[src/rtl/viau_pkg.sv]
package viau_pkg;

  // Register byte offsets
  localparam logic [7:0] VIAU_OFF_CFG  = 8'h00;
  localparam logic [7:0] VIAU_OFF_GSUM = 8'h04;
  localparam logic [7:0] VIAU_OFF_STA  = 8'h08;
  localparam logic [7:0] VIAU_OFF_STB  = 8'h0c;
  localparam logic [7:0] VIAU_OFF_STP  = 8'h10;
  localparam logic [7:0] VIAU_OFF_MSKA = 8'h14;
  localparam logic [7:0] VIAU_OFF_MSKB = 8'h18;
  localparam logic [7:0] VIAU_OFF_MSKP = 8'h1c;

  // irq_port_config field positions
  localparam int VIAU_CFG_DAISY_BIT = 0;
  localparam int VIAU_CFG_ADDR_LSB  = 1;
  localparam int VIAU_CFG_SHOW_BIT  = 3;
  localparam logic [3:0] VIAU_CFG_RESET = 4'h0;
  localparam logic [7:0] VIAU_MASK_RESET = 8'h00;
  localparam logic [7:0] VIAU_STAT_RESET = 8'h00;

  // Urgent status bits per channel: receive, receive end, transmit
  localparam int VIAU_URG_RX_BIT  = 0;
  localparam int VIAU_URG_RXE_BIT = 1;
  localparam int VIAU_URG_TX_BIT  = 2;
  localparam logic [7:0] VIAU_URG_MASK = 8'h07;

  // Vector code per group, index 0 is group 1
  localparam logic [7:0] VIAU_VEC_TBL [8] = '{
    8'h01, 8'h02, 8'h04, 8'h11, 8'h12, 8'h14, 8'h08, 8'h18
  };

  localparam logic [1:0] VIAU_RESP_OKAY   = 2'h0;
  localparam logic [1:0] VIAU_RESP_SLVERR = 2'h2;

  // Event sources: one byte per status register
  typedef struct packed {
    logic [7:0] port;
    logic [7:0] chan_b;
    logic [7:0] chan_a;
  } viau_src_type;

  typedef enum logic [2:0] {
    ACK_IDLE,
    ACK_P1_LOW,
    ACK_P1_DONE,
    ACK_VEC,
    ACK_IGNORE
  } viau_ack_state_type;

endpackage

[src/rtl/viau_top.sv]
// Functional notes
// (RULE1) Request then acknowledge strobe; two pulses in strobe mode, one in direction mode.
// (RULE2) Acknowledge behaviour follows cascading mode and the two chain pin levels.
// (RULE3) Slave mode accepts acknowledge only when chain pin address matches programmed address.
// (RULE4) Single device: board ties chain pins to the programmed slave address.
// (RULE5) Daisy mode accepts acknowledge only while chain enable input is active.
// (RULE6) Daisy chain output follows input, forced inactive while own request is active.
// (RULE7) Daisy mode never newly raises request during an acknowledge cycle.
// (RULE8) Accepted acknowledge drives eight-bit vector on the lowest data byte.
// (RULE9) Eight fixed-priority groups; vector names highest active group, group one first.
// (RULE10) Groups one to six are single urgent bits cleared when acknowledge ends.
// (RULE11) Groups seven and eight need software to poll summary and status registers.
// (RULE12) Port source alone is reported as group seven.
// (RULE13) Request drops once every pending indication is cleared, daisy mode excepted.
// (RULE14) One source per vector, chosen among unmasked active sources only.
// (RULE15) Show option off: masked events held inside, hidden until mask cleared.
// (RULE16) Show option on: masked events visible, yet no request, vector or summary.
// (RULE17) Show option on: status read clears all active bits, masked or not.
// (RULE18) Polling software reads each status register; summary shows only unmasked requests.
// (RULE19) Each status bit has its own mask bit in the matching mask register.
// (RULE20) Status read clears its bits and summary bit; request drops when summary clear.
// (RULE21) Vector group encoding is a fixed constant table.
`timescale 1ns/1ps
module viau_top
  import viau_pkg::*;
(
  input  wire logic         aclk,
  input  wire logic         aresetn,
  input  wire logic [7:0]   s_axi_awaddr,
  input  wire logic         s_axi_awvalid,
  output logic              s_axi_awready,
  input  wire logic [31:0]  s_axi_wdata,
  input  wire logic [3:0]   s_axi_wstrb,
  input  wire logic         s_axi_wvalid,
  output logic              s_axi_wready,
  output logic [1:0]        s_axi_bresp,
  output logic              s_axi_bvalid,
  input  wire logic         s_axi_bready,
  input  wire logic [7:0]   s_axi_araddr,
  input  wire logic         s_axi_arvalid,
  output logic              s_axi_arready,
  output logic [31:0]       s_axi_rdata,
  output logic [1:0]        s_axi_rresp,
  output logic              s_axi_rvalid,
  input  wire logic         s_axi_rready,
  input  wire viau_src_type src_event,
  input  wire logic         irq_ack_strobe_n,
  input  wire logic         bus_mode_two_pulse,
  input  wire logic         chain_enable_out_or_addr_lo_i,
  output logic              chain_enable_out_or_addr_lo_o,
  output logic              chain_enable_out_or_addr_lo_oe,
  input  wire logic         chain_enable_in_or_addr_hi,
  output logic [7:0]        vec_data_o,
  output logic              vec_data_oe,
  output logic              irq_req
);
  // Pin synchronisers: three stages, change taken when stages two and three agree
  logic [3:0] pin_raw;
  logic [3:0] pin_s1_q;
  logic [3:0] pin_s2_q;
  logic [3:0] pin_s3_q;
  logic [3:0] pin_q;
  assign pin_raw = {bus_mode_two_pulse, chain_enable_out_or_addr_lo_i,
                    chain_enable_in_or_addr_hi, irq_ack_strobe_n};
  genvar gi;
  generate
    for (gi = 0; gi < 4; gi++) begin : g_sync
      always_ff @(posedge aclk) begin
        if (!aresetn) begin
          pin_s1_q[gi] <= 1'b1;
          pin_s2_q[gi] <= 1'b1;
          pin_s3_q[gi] <= 1'b1;
          pin_q[gi]    <= 1'b1;
        end else begin
          pin_s1_q[gi] <= pin_raw[gi];
          pin_s2_q[gi] <= pin_s1_q[gi];
          pin_s3_q[gi] <= pin_s2_q[gi];
          if (pin_s2_q[gi] == pin_s3_q[gi]) begin
            pin_q[gi] <= pin_s3_q[gi];
          end
        end
      end
    end
  endgenerate
  logic strobe_low;
  logic strobe_low_prev_q;
  logic strobe_fall;
  logic strobe_rise;
  logic chain_in;
  logic addr_lo_in;
  logic two_pulse;
  assign strobe_low  = !pin_q[0];
  assign chain_in    = pin_q[1];
  assign addr_lo_in  = pin_q[2];
  assign two_pulse   = pin_q[3];
  assign strobe_fall = strobe_low && !strobe_low_prev_q;
  assign strobe_rise = !strobe_low && strobe_low_prev_q;
  logic [3:0]      cfg_q;
  logic [2:0][7:0] mask_q;
  logic [2:0][7:0] stat_q;
  logic            daisy;
  logic [1:0]      slave_addr;
  logic            show_masked;
  assign daisy       = cfg_q[VIAU_CFG_DAISY_BIT];
  assign slave_addr  = cfg_q[VIAU_CFG_ADDR_LSB +: 2];
  assign show_masked = cfg_q[VIAU_CFG_SHOW_BIT];
  // Unmasked view drives summary, request and vector
  logic [2:0][7:0] live;
  logic [2:0][7:0] shown;
  logic [2:0]      gsum;
  generate
    for (gi = 0; gi < 3; gi++) begin : g_view
      assign live[gi]  = stat_q[gi] & ~mask_q[gi]; // RULE14 RULE19
      assign shown[gi] = show_masked ? stat_q[gi] : live[gi]; // RULE15 RULE16
      assign gsum[gi]  = |live[gi]; // RULE16 RULE18
    end
  endgenerate
  logic [7:0] grp_act;
  logic [2:0] grp_sel;
  logic       any_pending;
  assign grp_act[0] = live[0][VIAU_URG_RX_BIT];
  assign grp_act[1] = live[0][VIAU_URG_RXE_BIT];
  assign grp_act[2] = live[0][VIAU_URG_TX_BIT];
  assign grp_act[3] = live[1][VIAU_URG_RX_BIT];
  assign grp_act[4] = live[1][VIAU_URG_RXE_BIT];
  assign grp_act[5] = live[1][VIAU_URG_TX_BIT];
  assign grp_act[6] = |(live[0] & ~VIAU_URG_MASK) || (|live[2]); // RULE12
  assign grp_act[7] = |(live[1] & ~VIAU_URG_MASK);
  assign any_pending = |gsum;
  function automatic logic [2:0] prio_first(input logic [7:0] act);
    logic [2:0] idx;
    idx = 3'h7;
    for (int k = 7; k >= 0; k--) begin
      if (act[k]) begin
        idx = 3'(k);
      end
    end
    return idx;
  endfunction
  assign grp_sel = prio_first(grp_act); // RULE9
  logic addr_match;
  logic ack_ok;
  assign addr_match = ({chain_in, addr_lo_in} == slave_addr); // RULE3
  assign ack_ok     = daisy ? chain_in : addr_match; // RULE2 RULE5
  viau_ack_state_type ack_state_q;
  viau_ack_state_type ack_state_d;
  logic [2:0]         ack_grp_q;
  logic               ack_busy;
  logic               ack_done;
  always_comb begin
    ack_state_d = ack_state_q;
    case (ack_state_q)
      ACK_IDLE: begin
        if (strobe_fall) begin
          if (!ack_ok) begin
            ack_state_d = ACK_IGNORE;
          end else if (two_pulse) begin
            ack_state_d = ACK_P1_LOW; // RULE1
          end else begin
            ack_state_d = ACK_VEC; // RULE1
          end
        end
      end
      ACK_P1_LOW: begin
        if (strobe_rise) begin
          ack_state_d = ACK_P1_DONE;
        end
      end
      ACK_P1_DONE: begin
        if (strobe_fall) begin
          ack_state_d = ACK_VEC;
        end
      end
      ACK_VEC: begin
        if (strobe_rise) begin
          ack_state_d = ACK_IDLE;
        end
      end
      ACK_IGNORE: begin
        if (strobe_rise) begin
          ack_state_d = ACK_IDLE;
        end
      end
      default: begin
        ack_state_d = ACK_IDLE;
      end
    endcase
  end
  assign ack_busy = (ack_state_q != ACK_IDLE) || strobe_low;
  assign ack_done = (ack_state_q == ACK_VEC) && strobe_rise;
  always_ff @(posedge aclk) begin
    if (!aresetn) begin
      ack_state_q       <= ACK_IDLE;
      ack_grp_q         <= 3'h0;
      strobe_low_prev_q <= 1'b0;
      vec_data_o        <= 8'h00;
      vec_data_oe       <= 1'b0;
    end else begin
      ack_state_q       <= ack_state_d;
      strobe_low_prev_q <= strobe_low;
      if (ack_state_d == ACK_VEC && ack_state_q != ACK_VEC) begin
        ack_grp_q  <= grp_sel;
        vec_data_o <= VIAU_VEC_TBL[grp_sel]; // RULE8 RULE21
      end
      vec_data_oe <= (ack_state_d == ACK_VEC); // RULE8
    end
  end
  // Request and daisy chain output
  logic irq_d;
  assign irq_d = daisy ? (any_pending && chain_in && (irq_req || !ack_busy)) // RULE7
                       : any_pending; // RULE13 RULE20
  always_ff @(posedge aclk) begin
    if (!aresetn) begin
      irq_req                        <= 1'b0;
      chain_enable_out_or_addr_lo_o  <= 1'b0;
      chain_enable_out_or_addr_lo_oe <= 1'b0;
    end else begin
      irq_req                        <= irq_d;
      chain_enable_out_or_addr_lo_o  <= chain_in && !irq_d; // RULE6
      chain_enable_out_or_addr_lo_oe <= daisy; // RULE6
    end
  end
  // AXI4-Lite write channel
  logic       aw_have_q;
  logic       w_have_q;
  logic [7:0] aw_addr_q;
  logic [7:0] w_byte_q;
  logic       w_lane0_q;
  logic       wr_fire;
  logic [3:0] wr_idx;
  logic       wr_map;
  logic       wr_en;
  assign wr_fire = aw_have_q && w_have_q && !s_axi_bvalid;
  always_ff @(posedge aclk) begin
    if (!aresetn) begin
      aw_have_q     <= 1'b0;
      w_have_q      <= 1'b0;
      aw_addr_q     <= 8'h00;
      w_byte_q      <= 8'h00;
      w_lane0_q     <= 1'b0;
      s_axi_awready <= 1'b0;
      s_axi_wready  <= 1'b0;
      s_axi_bvalid  <= 1'b0;
      s_axi_bresp   <= VIAU_RESP_OKAY;
    end else begin
      s_axi_awready <= !aw_have_q && !s_axi_awready && s_axi_awvalid;
      s_axi_wready  <= !w_have_q && !s_axi_wready && s_axi_wvalid;
      if (s_axi_awvalid && s_axi_awready) begin
        aw_have_q <= 1'b1;
        aw_addr_q <= s_axi_awaddr;
      end
      if (s_axi_wvalid && s_axi_wready) begin
        w_have_q  <= 1'b1;
        w_byte_q  <= s_axi_wdata[7:0];
        w_lane0_q <= s_axi_wstrb[0];
      end
      if (wr_fire) begin
        aw_have_q    <= 1'b0;
        w_have_q     <= 1'b0;
        s_axi_bvalid <= 1'b1;
        s_axi_bresp  <= wr_map ? VIAU_RESP_OKAY : VIAU_RESP_SLVERR;
      end else if (s_axi_bvalid && s_axi_bready) begin
        s_axi_bvalid <= 1'b0;
      end
    end
  end
  function automatic logic [3:0] reg_dec(input logic [7:0] a);
    logic [3:0] r;
    r = 4'hf;
    case (a)
      VIAU_OFF_CFG:  r = 4'h0;
      VIAU_OFF_GSUM: r = 4'h1;
      VIAU_OFF_STA:  r = 4'h2;
      VIAU_OFF_STB:  r = 4'h3;
      VIAU_OFF_STP:  r = 4'h4;
      VIAU_OFF_MSKA: r = 4'h5;
      VIAU_OFF_MSKB: r = 4'h6;
      VIAU_OFF_MSKP: r = 4'h7;
      default:       r = 4'hf;
    endcase
    return r;
  endfunction
  assign wr_idx = reg_dec(aw_addr_q);
  assign wr_map = (wr_idx != 4'hf);
  assign wr_en  = wr_fire && w_lane0_q;
  always_ff @(posedge aclk) begin
    if (!aresetn) begin
      cfg_q  <= VIAU_CFG_RESET;
      mask_q <= {3{VIAU_MASK_RESET}};
    end else if (wr_en) begin
      if (wr_idx == 4'h0) begin
        cfg_q <= w_byte_q[3:0];
      end
      for (int k = 0; k < 3; k++) begin
        if (wr_idx == 4'(k + 5)) begin
          mask_q[k] <= w_byte_q; // RULE19
        end
      end
    end
  end
  // AXI4-Lite read channel
  logic [3:0] rd_idx;
  logic       rd_fire;
  logic [7:0] rd_byte;
  assign rd_idx  = reg_dec(s_axi_araddr);
  assign rd_fire = s_axi_arvalid && s_axi_arready;
  always_comb begin
    rd_byte = 8'h00;
    case (rd_idx)
      4'h0:    rd_byte = {4'h0, cfg_q};
      4'h1:    rd_byte = {5'h00, gsum};
      4'h2:    rd_byte = shown[0];
      4'h3:    rd_byte = shown[1];
      4'h4:    rd_byte = shown[2];
      4'h5:    rd_byte = mask_q[0];
      4'h6:    rd_byte = mask_q[1];
      4'h7:    rd_byte = mask_q[2];
      default: rd_byte = 8'h00;
    endcase
  end
  always_ff @(posedge aclk) begin
    if (!aresetn) begin
      s_axi_arready <= 1'b0;
      s_axi_rvalid  <= 1'b0;
      s_axi_rdata   <= 32'h0000_0000;
      s_axi_rresp   <= VIAU_RESP_OKAY;
    end else begin
      s_axi_arready <= !s_axi_arready && !s_axi_rvalid && s_axi_arvalid;
      if (rd_fire) begin
        s_axi_rvalid <= 1'b1;
        s_axi_rdata  <= {24'h00_0000, rd_byte};
        s_axi_rresp  <= (rd_idx == 4'hf) ? VIAU_RESP_SLVERR : VIAU_RESP_OKAY;
      end else if (s_axi_rvalid && s_axi_rready) begin
        s_axi_rvalid <= 1'b0;
      end
    end
  end
  // Sticky status; new events win over any clear in the same cycle
  logic [2:0][7:0] ev;
  logic [2:0][7:0] clr;
  logic [7:0]      urg_clr;
  assign ev = {src_event.port, src_event.chan_b, src_event.chan_a};
  always_comb begin
    urg_clr = 8'h00;
    if (ack_done && ack_grp_q < 3'h6) begin
      urg_clr[3'(ack_grp_q % 3'h3)] = 1'b1; // RULE10
    end
  end
  generate
    for (gi = 0; gi < 3; gi++) begin : g_stat
      logic rd_hit;
      logic [7:0] rd_clr;
      logic [7:0] ack_clr;
      assign rd_hit  = rd_fire && (rd_idx == 4'(gi + 2));
      assign rd_clr  = rd_hit ? shown[gi] : 8'h00; // RULE17 RULE20
      assign ack_clr = (gi < 2 && (ack_grp_q / 3'h3) == 3'(gi)) ? urg_clr : 8'h00;
      assign clr[gi] = rd_clr | ack_clr;
      always_ff @(posedge aclk) begin
        if (!aresetn) begin
          stat_q[gi] <= VIAU_STAT_RESET;
        end else begin
          stat_q[gi] <= (stat_q[gi] & ~clr[gi]) | ev[gi]; // RULE15
        end
      end
    end
  endgenerate
endmodule

[config.mk]
export PLATFORM = sky130hd
export DESIGN_NAME = viau_top
export DESIGN_NICKNAME = d
export VERILOG_FILES = /design/src/rtl/viau_pkg.sv /design/src/rtl/viau_top.sv
export SDC_FILE = /design/constraint.sdc
export NUM_CORES = 1
export LEC_CHECK = 0
export ABC_AREA = 1
export BUFFER_PORTS_ARGS = -buffer_cell sky130_fd_sc_hd__clkbuf_2
export CAP_MARGIN = 20
export CORE_MARGIN = 2
export CORE_UTILIZATION = 45
export CTS_CLUSTER_DIAMETER = 40
export DETAILED_ROUTE_END_ITERATION = 10
export PLACE_DENSITY = 0.69
export SLEW_MARGIN = 20
export SYNTH_ARGS = -nofsm -noshare
export SYNTH_HDL_FRONTEND = slang
export SYNTH_SLANG_ARGS = --single-unit
[constraint.sdc]
create_clock -name aclk -period 2.55 [get_ports aclk]
set_clock_uncertainty 0.2 [all_clocks]
set_input_delay 0.255 -clock aclk [delete_from_list [all_inputs] [get_ports aclk]]
set_output_delay 0.255 -clock aclk [all_outputs]
set_load 0.02 [all_outputs]
==> results.txt <==
- The flow ran to the end, and the final reports show no timing, DRC or antenna violations.
* Cts-stage hold buffer count: 50
- Type of destination of the critical path: flop
- Setup violations remaining at the end of the flow were counted as 0.
- The floorplan step defined a core boundary enclosing about 13000 µm².
- Relative to the synthesized area, the layout overhead comes to 27.4%.
- The count of buffers added on input and output ports is 83.
- In the routed design, unresolved DRC markers number 0.
- The worst hold path belongs to the class in -> reg.
- Counting flops with an async set or reset pin after synthesis yields a share of 0.
- The critical path is of the reg -> reg type.
- Synth warn: 0
* Clock transition at the register clock pins on the worst setup and hold paths after CTS: about 0.06 ns
- Via count of the first global-routing pass: ~5300
- The number of placed instances, taps included, is around 1100.
- Transition at the pin with the smallest max-transition slack: 0.703 ns
* Count of nets left with antenna violations after detail routing: 0
* Power after layout: about 5.0 mW
* Worst path required time: about 2.7 ns
* Clock period minus worst slack: 2.16 ns
- TritonCTS built the clock tree.
- Leaving out fill and tap cells, the most frequent cells in the layout are sky130_fd_sc_hd__nand2_1, sky130_fd_sc_hd__dfxtp_1, sky130_fd_sc_hd__inv_1, sky130_fd_sc_hd__nor2_1, sky130_fd_sc_hd__clkbuf_2.
* Final period util: 0.849
- During I/O placement, the number of pins put on the boundary was between 100 and 150.
- Summed over all failing endpoints, the final setup total negative slack is 0 ns.
- Across the VDD grid, the largest voltage drop is roughly 0.00063 V.
* Final-layout worst hold slack: 0.0566 ns
* Wire length per cell: ~13 µm
* Via-to-Cell Ratio: 4.86
* 1st-iter DRT viols: between 300 and 400
- The first global-routing pass estimated about 24 mm of wire.
- Flops & latches, synth: 122
- Fraction of the yosys area taken by sequential cells: 0.420
* Worst R2R Setup Slack: ~0.39 ns
* Final hold vios: 0
- Most frequently used flop master after synthesis: sky130_fd_sc_hd__dfxtp_1
- The filler cells instantiated in the layout total around 1200.
- Number of flops mapped to enable cells by yosys: 0
- Summed over all layers, the global routing overflow is 0.
* Area contributors post-synth: sky130_fd_sc_hd__dfxtp_1, sky130_fd_sc_hd__nand2_1, sky130_fd_sc_hd__a21oi_1
* Fraction of synthesized cell area taken by the top area cell type: 0.420
- In this run the worst path has a maximum fanout of 4.
* Power density cells: 670 nW/µm²
- Via total after detailed routing: around 5600
- Post-route standard cell area excluding fillers: 7410 µm²
- 0 antenna diodes ended up in the layout.
* Placed wire-length estimate after detailed placement: 10.2 mm
- The worst setup path is launched from a flop.
* Pin count of the biggest net entering global routing: 53
* Syn_area_per_cell: 6.94 µm²
- In this run the tightest slew margin relative to its limit is 0.531.
* Clock buffer count from CTS: 17
* Library cell occupying the most area in the post-synthesis netlist: sky130_fd_sc_hd__dfxtp_1
- Across the run, the number of max-cap violations was 0.
* Clk root buf: sky130_fd_sc_hd__clkbuf_16
- Summing every instance area after synthesis gives just under 6000 µm².
- Number of instances in the synthesized netlist: roughly 840
- Vertical die dimension: approximately 120 µm
- Yosys mapped the design onto 36 distinct sky130hd cell types.
- At the worst endpoint, the arrival time is 2.26 ns.
- Leaving out fill and tap cells, the most frequent cell in the layout is sky130_fd_sc_hd__nand2_1.
- In the final design database the tool counted 1066 nets.
* Number of iterations in the first detailed-routing pass: 4
- Filler-free cell count of the finished design: between 1000 and 1500
* Area occupied by multi-input gates: about 2800 µm²
- The placed instances occupy a cell area of approximately 6300 µm².
* Buffer depth of the longest clock path: 2
- Routability congestion estimate from global placement: between 0.8 and 0.9
- Fmax: roughly 0.46 GHz
- Unrepaired setup endpoints after global routing: false
- Of the cells placed in the final design, the portion with a size suffix greater than 1 is 0.166.
- After detailed routing, the total wire length is around 15 mm.
* Die X: between 100 and 150 µm
* Count of pins over their slew limit: 0
* Die area: about 14000 µm²
- The sequential cells in the finished layout cover a total of 2440 µm².
- Row generation in the floorplan step produced between 40 and 50 rows.
- Antenna violations before repair: 0
- Summed over all cells, the static leakage comes to between 3 and 4 nW.
* Deepest level of the CTS H-tree: 4
- Post-CTS repair changed the size of 0 cells.
- For this configuration, the core starts out at a cell density of 0.461.
- Total Routing Usage GR: 0.217
- For the worst-skew pair, the clock arrives at the later sink with an insertion delay of ~0.42 ns.
* Setup Fix Bufs, Post-CTS: 0
- Sink count of the clock tree: around 120
==> final cells by class <==
class / count / area share
Clock buffer: 18 / 0.0579
Tap cell: 172 / 0.0290
Timing Repair Buffer: 142 / 0.133
Clock inverter: 14 / 0.0265
Inverter: 101 / 0.0511
Sequential cell: 122 / 0.330
Multi-Input combinational cell: 590 / 0.373
==> cell families after synthesis <==
kind of cell,synth area share
muxes,0.00193
adders and majority gates,0.0108
other,0.000644
buffers and inverters,0.123
DFF,0.420
AOI/OAI and AO/OA,0.148
and+or+nand+nor,0.296
==> metal layers <==
| metal | vias up | track usage | part of all wire |
|---|---|---|---|
| met5 | - | 0 | 0 |
| met4 | 0 | 0.0730 | 0.016 |
| met3 | 23 | 0.0572 | 0.059 |
| met2 | 173 | 0.358 | 0.47 |
| met1 | 2537 | 0.275 | 0.46 |
| li1 | 2905 | - | - |
==> critical path, cell delays in order (launching register included) <==
cell and delay (ns):
sky130_fd_sc_hd__dfxtp_1 0.36, sky130_fd_sc_hd__inv_1 0.07, sky130_fd_sc_hd__nand2_1 0.05, sky130_fd_sc_hd__nand3_1 0.13, sky130_fd_sc_hd__nor2_1 0.12, sky130_fd_sc_hd__nand3_1 0.12, sky130_fd_sc_hd__nand2_1 0.08, sky130_fd_sc_hd__nand2_1 0.04
sky130_fd_sc_hd__nand2_1 0.05, sky130_fd_sc_hd__nand2_1 0.06, sky130_fd_sc_hd__nand2_1 0.07, sky130_fd_sc_hd__nand2_1 0.11, sky130_fd_sc_hd__ha_1 0.21, sky130_fd_sc_hd__mux2_2 0.25, sky130_fd_sc_hd__nand2_1 0.06, sky130_fd_sc_hd__a21oi_1 0.05
==> synth_stat cells, types with 2 or more instances <==
| cell | n |
|---|---|
| sky130_fd_sc_hd__buf_1 | 2 |
| sky130_fd_sc_hd__nand2_1 | 192 |
| sky130_fd_sc_hd__inv_2 | 5 |
| sky130_fd_sc_hd__or2_2 | 15 |
| sky130_fd_sc_hd__a21oi_1 | 80 |
| sky130_fd_sc_hd__nor3_1 | 11 |
| sky130_fd_sc_hd__nor3_4 | 4 |
| sky130_fd_sc_hd__ha_1 | 5 |
| sky130_fd_sc_hd__inv_1 | 95 |
| sky130_fd_sc_hd__o211ai_1 | 5 |
| sky130_fd_sc_hd__nor2_1 | 89 |
| sky130_fd_sc_hd__buf_2 | 2 |
| sky130_fd_sc_hd__nand2_2 | 5 |
| sky130_fd_sc_hd__nand3_1 | 49 |
| sky130_fd_sc_hd__o21ai_1 | 5 |
| sky130_fd_sc_hd__clkbuf_1 | 17 |
| sky130_fd_sc_hd__nand4_1 | 12 |
| sky130_fd_sc_hd__nor2_2 | 6 |
| sky130_fd_sc_hd__buf_4 | 31 |
| sky130_fd_sc_hd__dfxtp_1 | 122 |
| sky130_fd_sc_hd__a21oi_2 | 2 |
| sky130_fd_sc_hd__o21ai_0 | 68 |
| sky130_fd_sc_hd__a31oi_1 | 3 |
| sky130_fd_sc_hd__buf_6 | 2 |
==> registers in the layout, indices dropped and copies added (netlist names), 5 cells and up, named ones only <==
| name | flops |
|---|---|
| vec_data_o | 5 |
| stat_q | 24 |
| w_byte_q | 8 |
| mask_q | 24 |
| aw_addr_q | 8 |
| s_axi_rdata | 8 |
==> final timing paths <==
| path | end | startpoint | cells past startpoint |
|---|---|---|---|
| worst max-delay path | vec_data_o[1] | mask_q[4] | 15 |
| worst min-delay path | s_axi_bvalid | aresetn | 3 |
| worst max register to register | vec_data_o[1] | mask_q[4] | 15 |
| worst min register to register | pin_s2_q[1] | pin_s1_q[1] | 1 |
==> where the power goes <==
group / switching, mW / total [mW] / internal [mW]
registers: 0.0450 / 2.02 / 1.97
clock network: 0.895 / 2.53 / 1.64
logic: 0.244 / 0.413 / 0.169
==> stage by stage <==
stage	setup slack, ns	utilization
floorplan	0.609	-
global placement	0.414	0.498
detailed placement	0.394	0.498
CTS	0.363	0.587
global route	0.110	0.587
finish	0.386	0.587
Note: power is estimated with default switching activity, not from simulation.
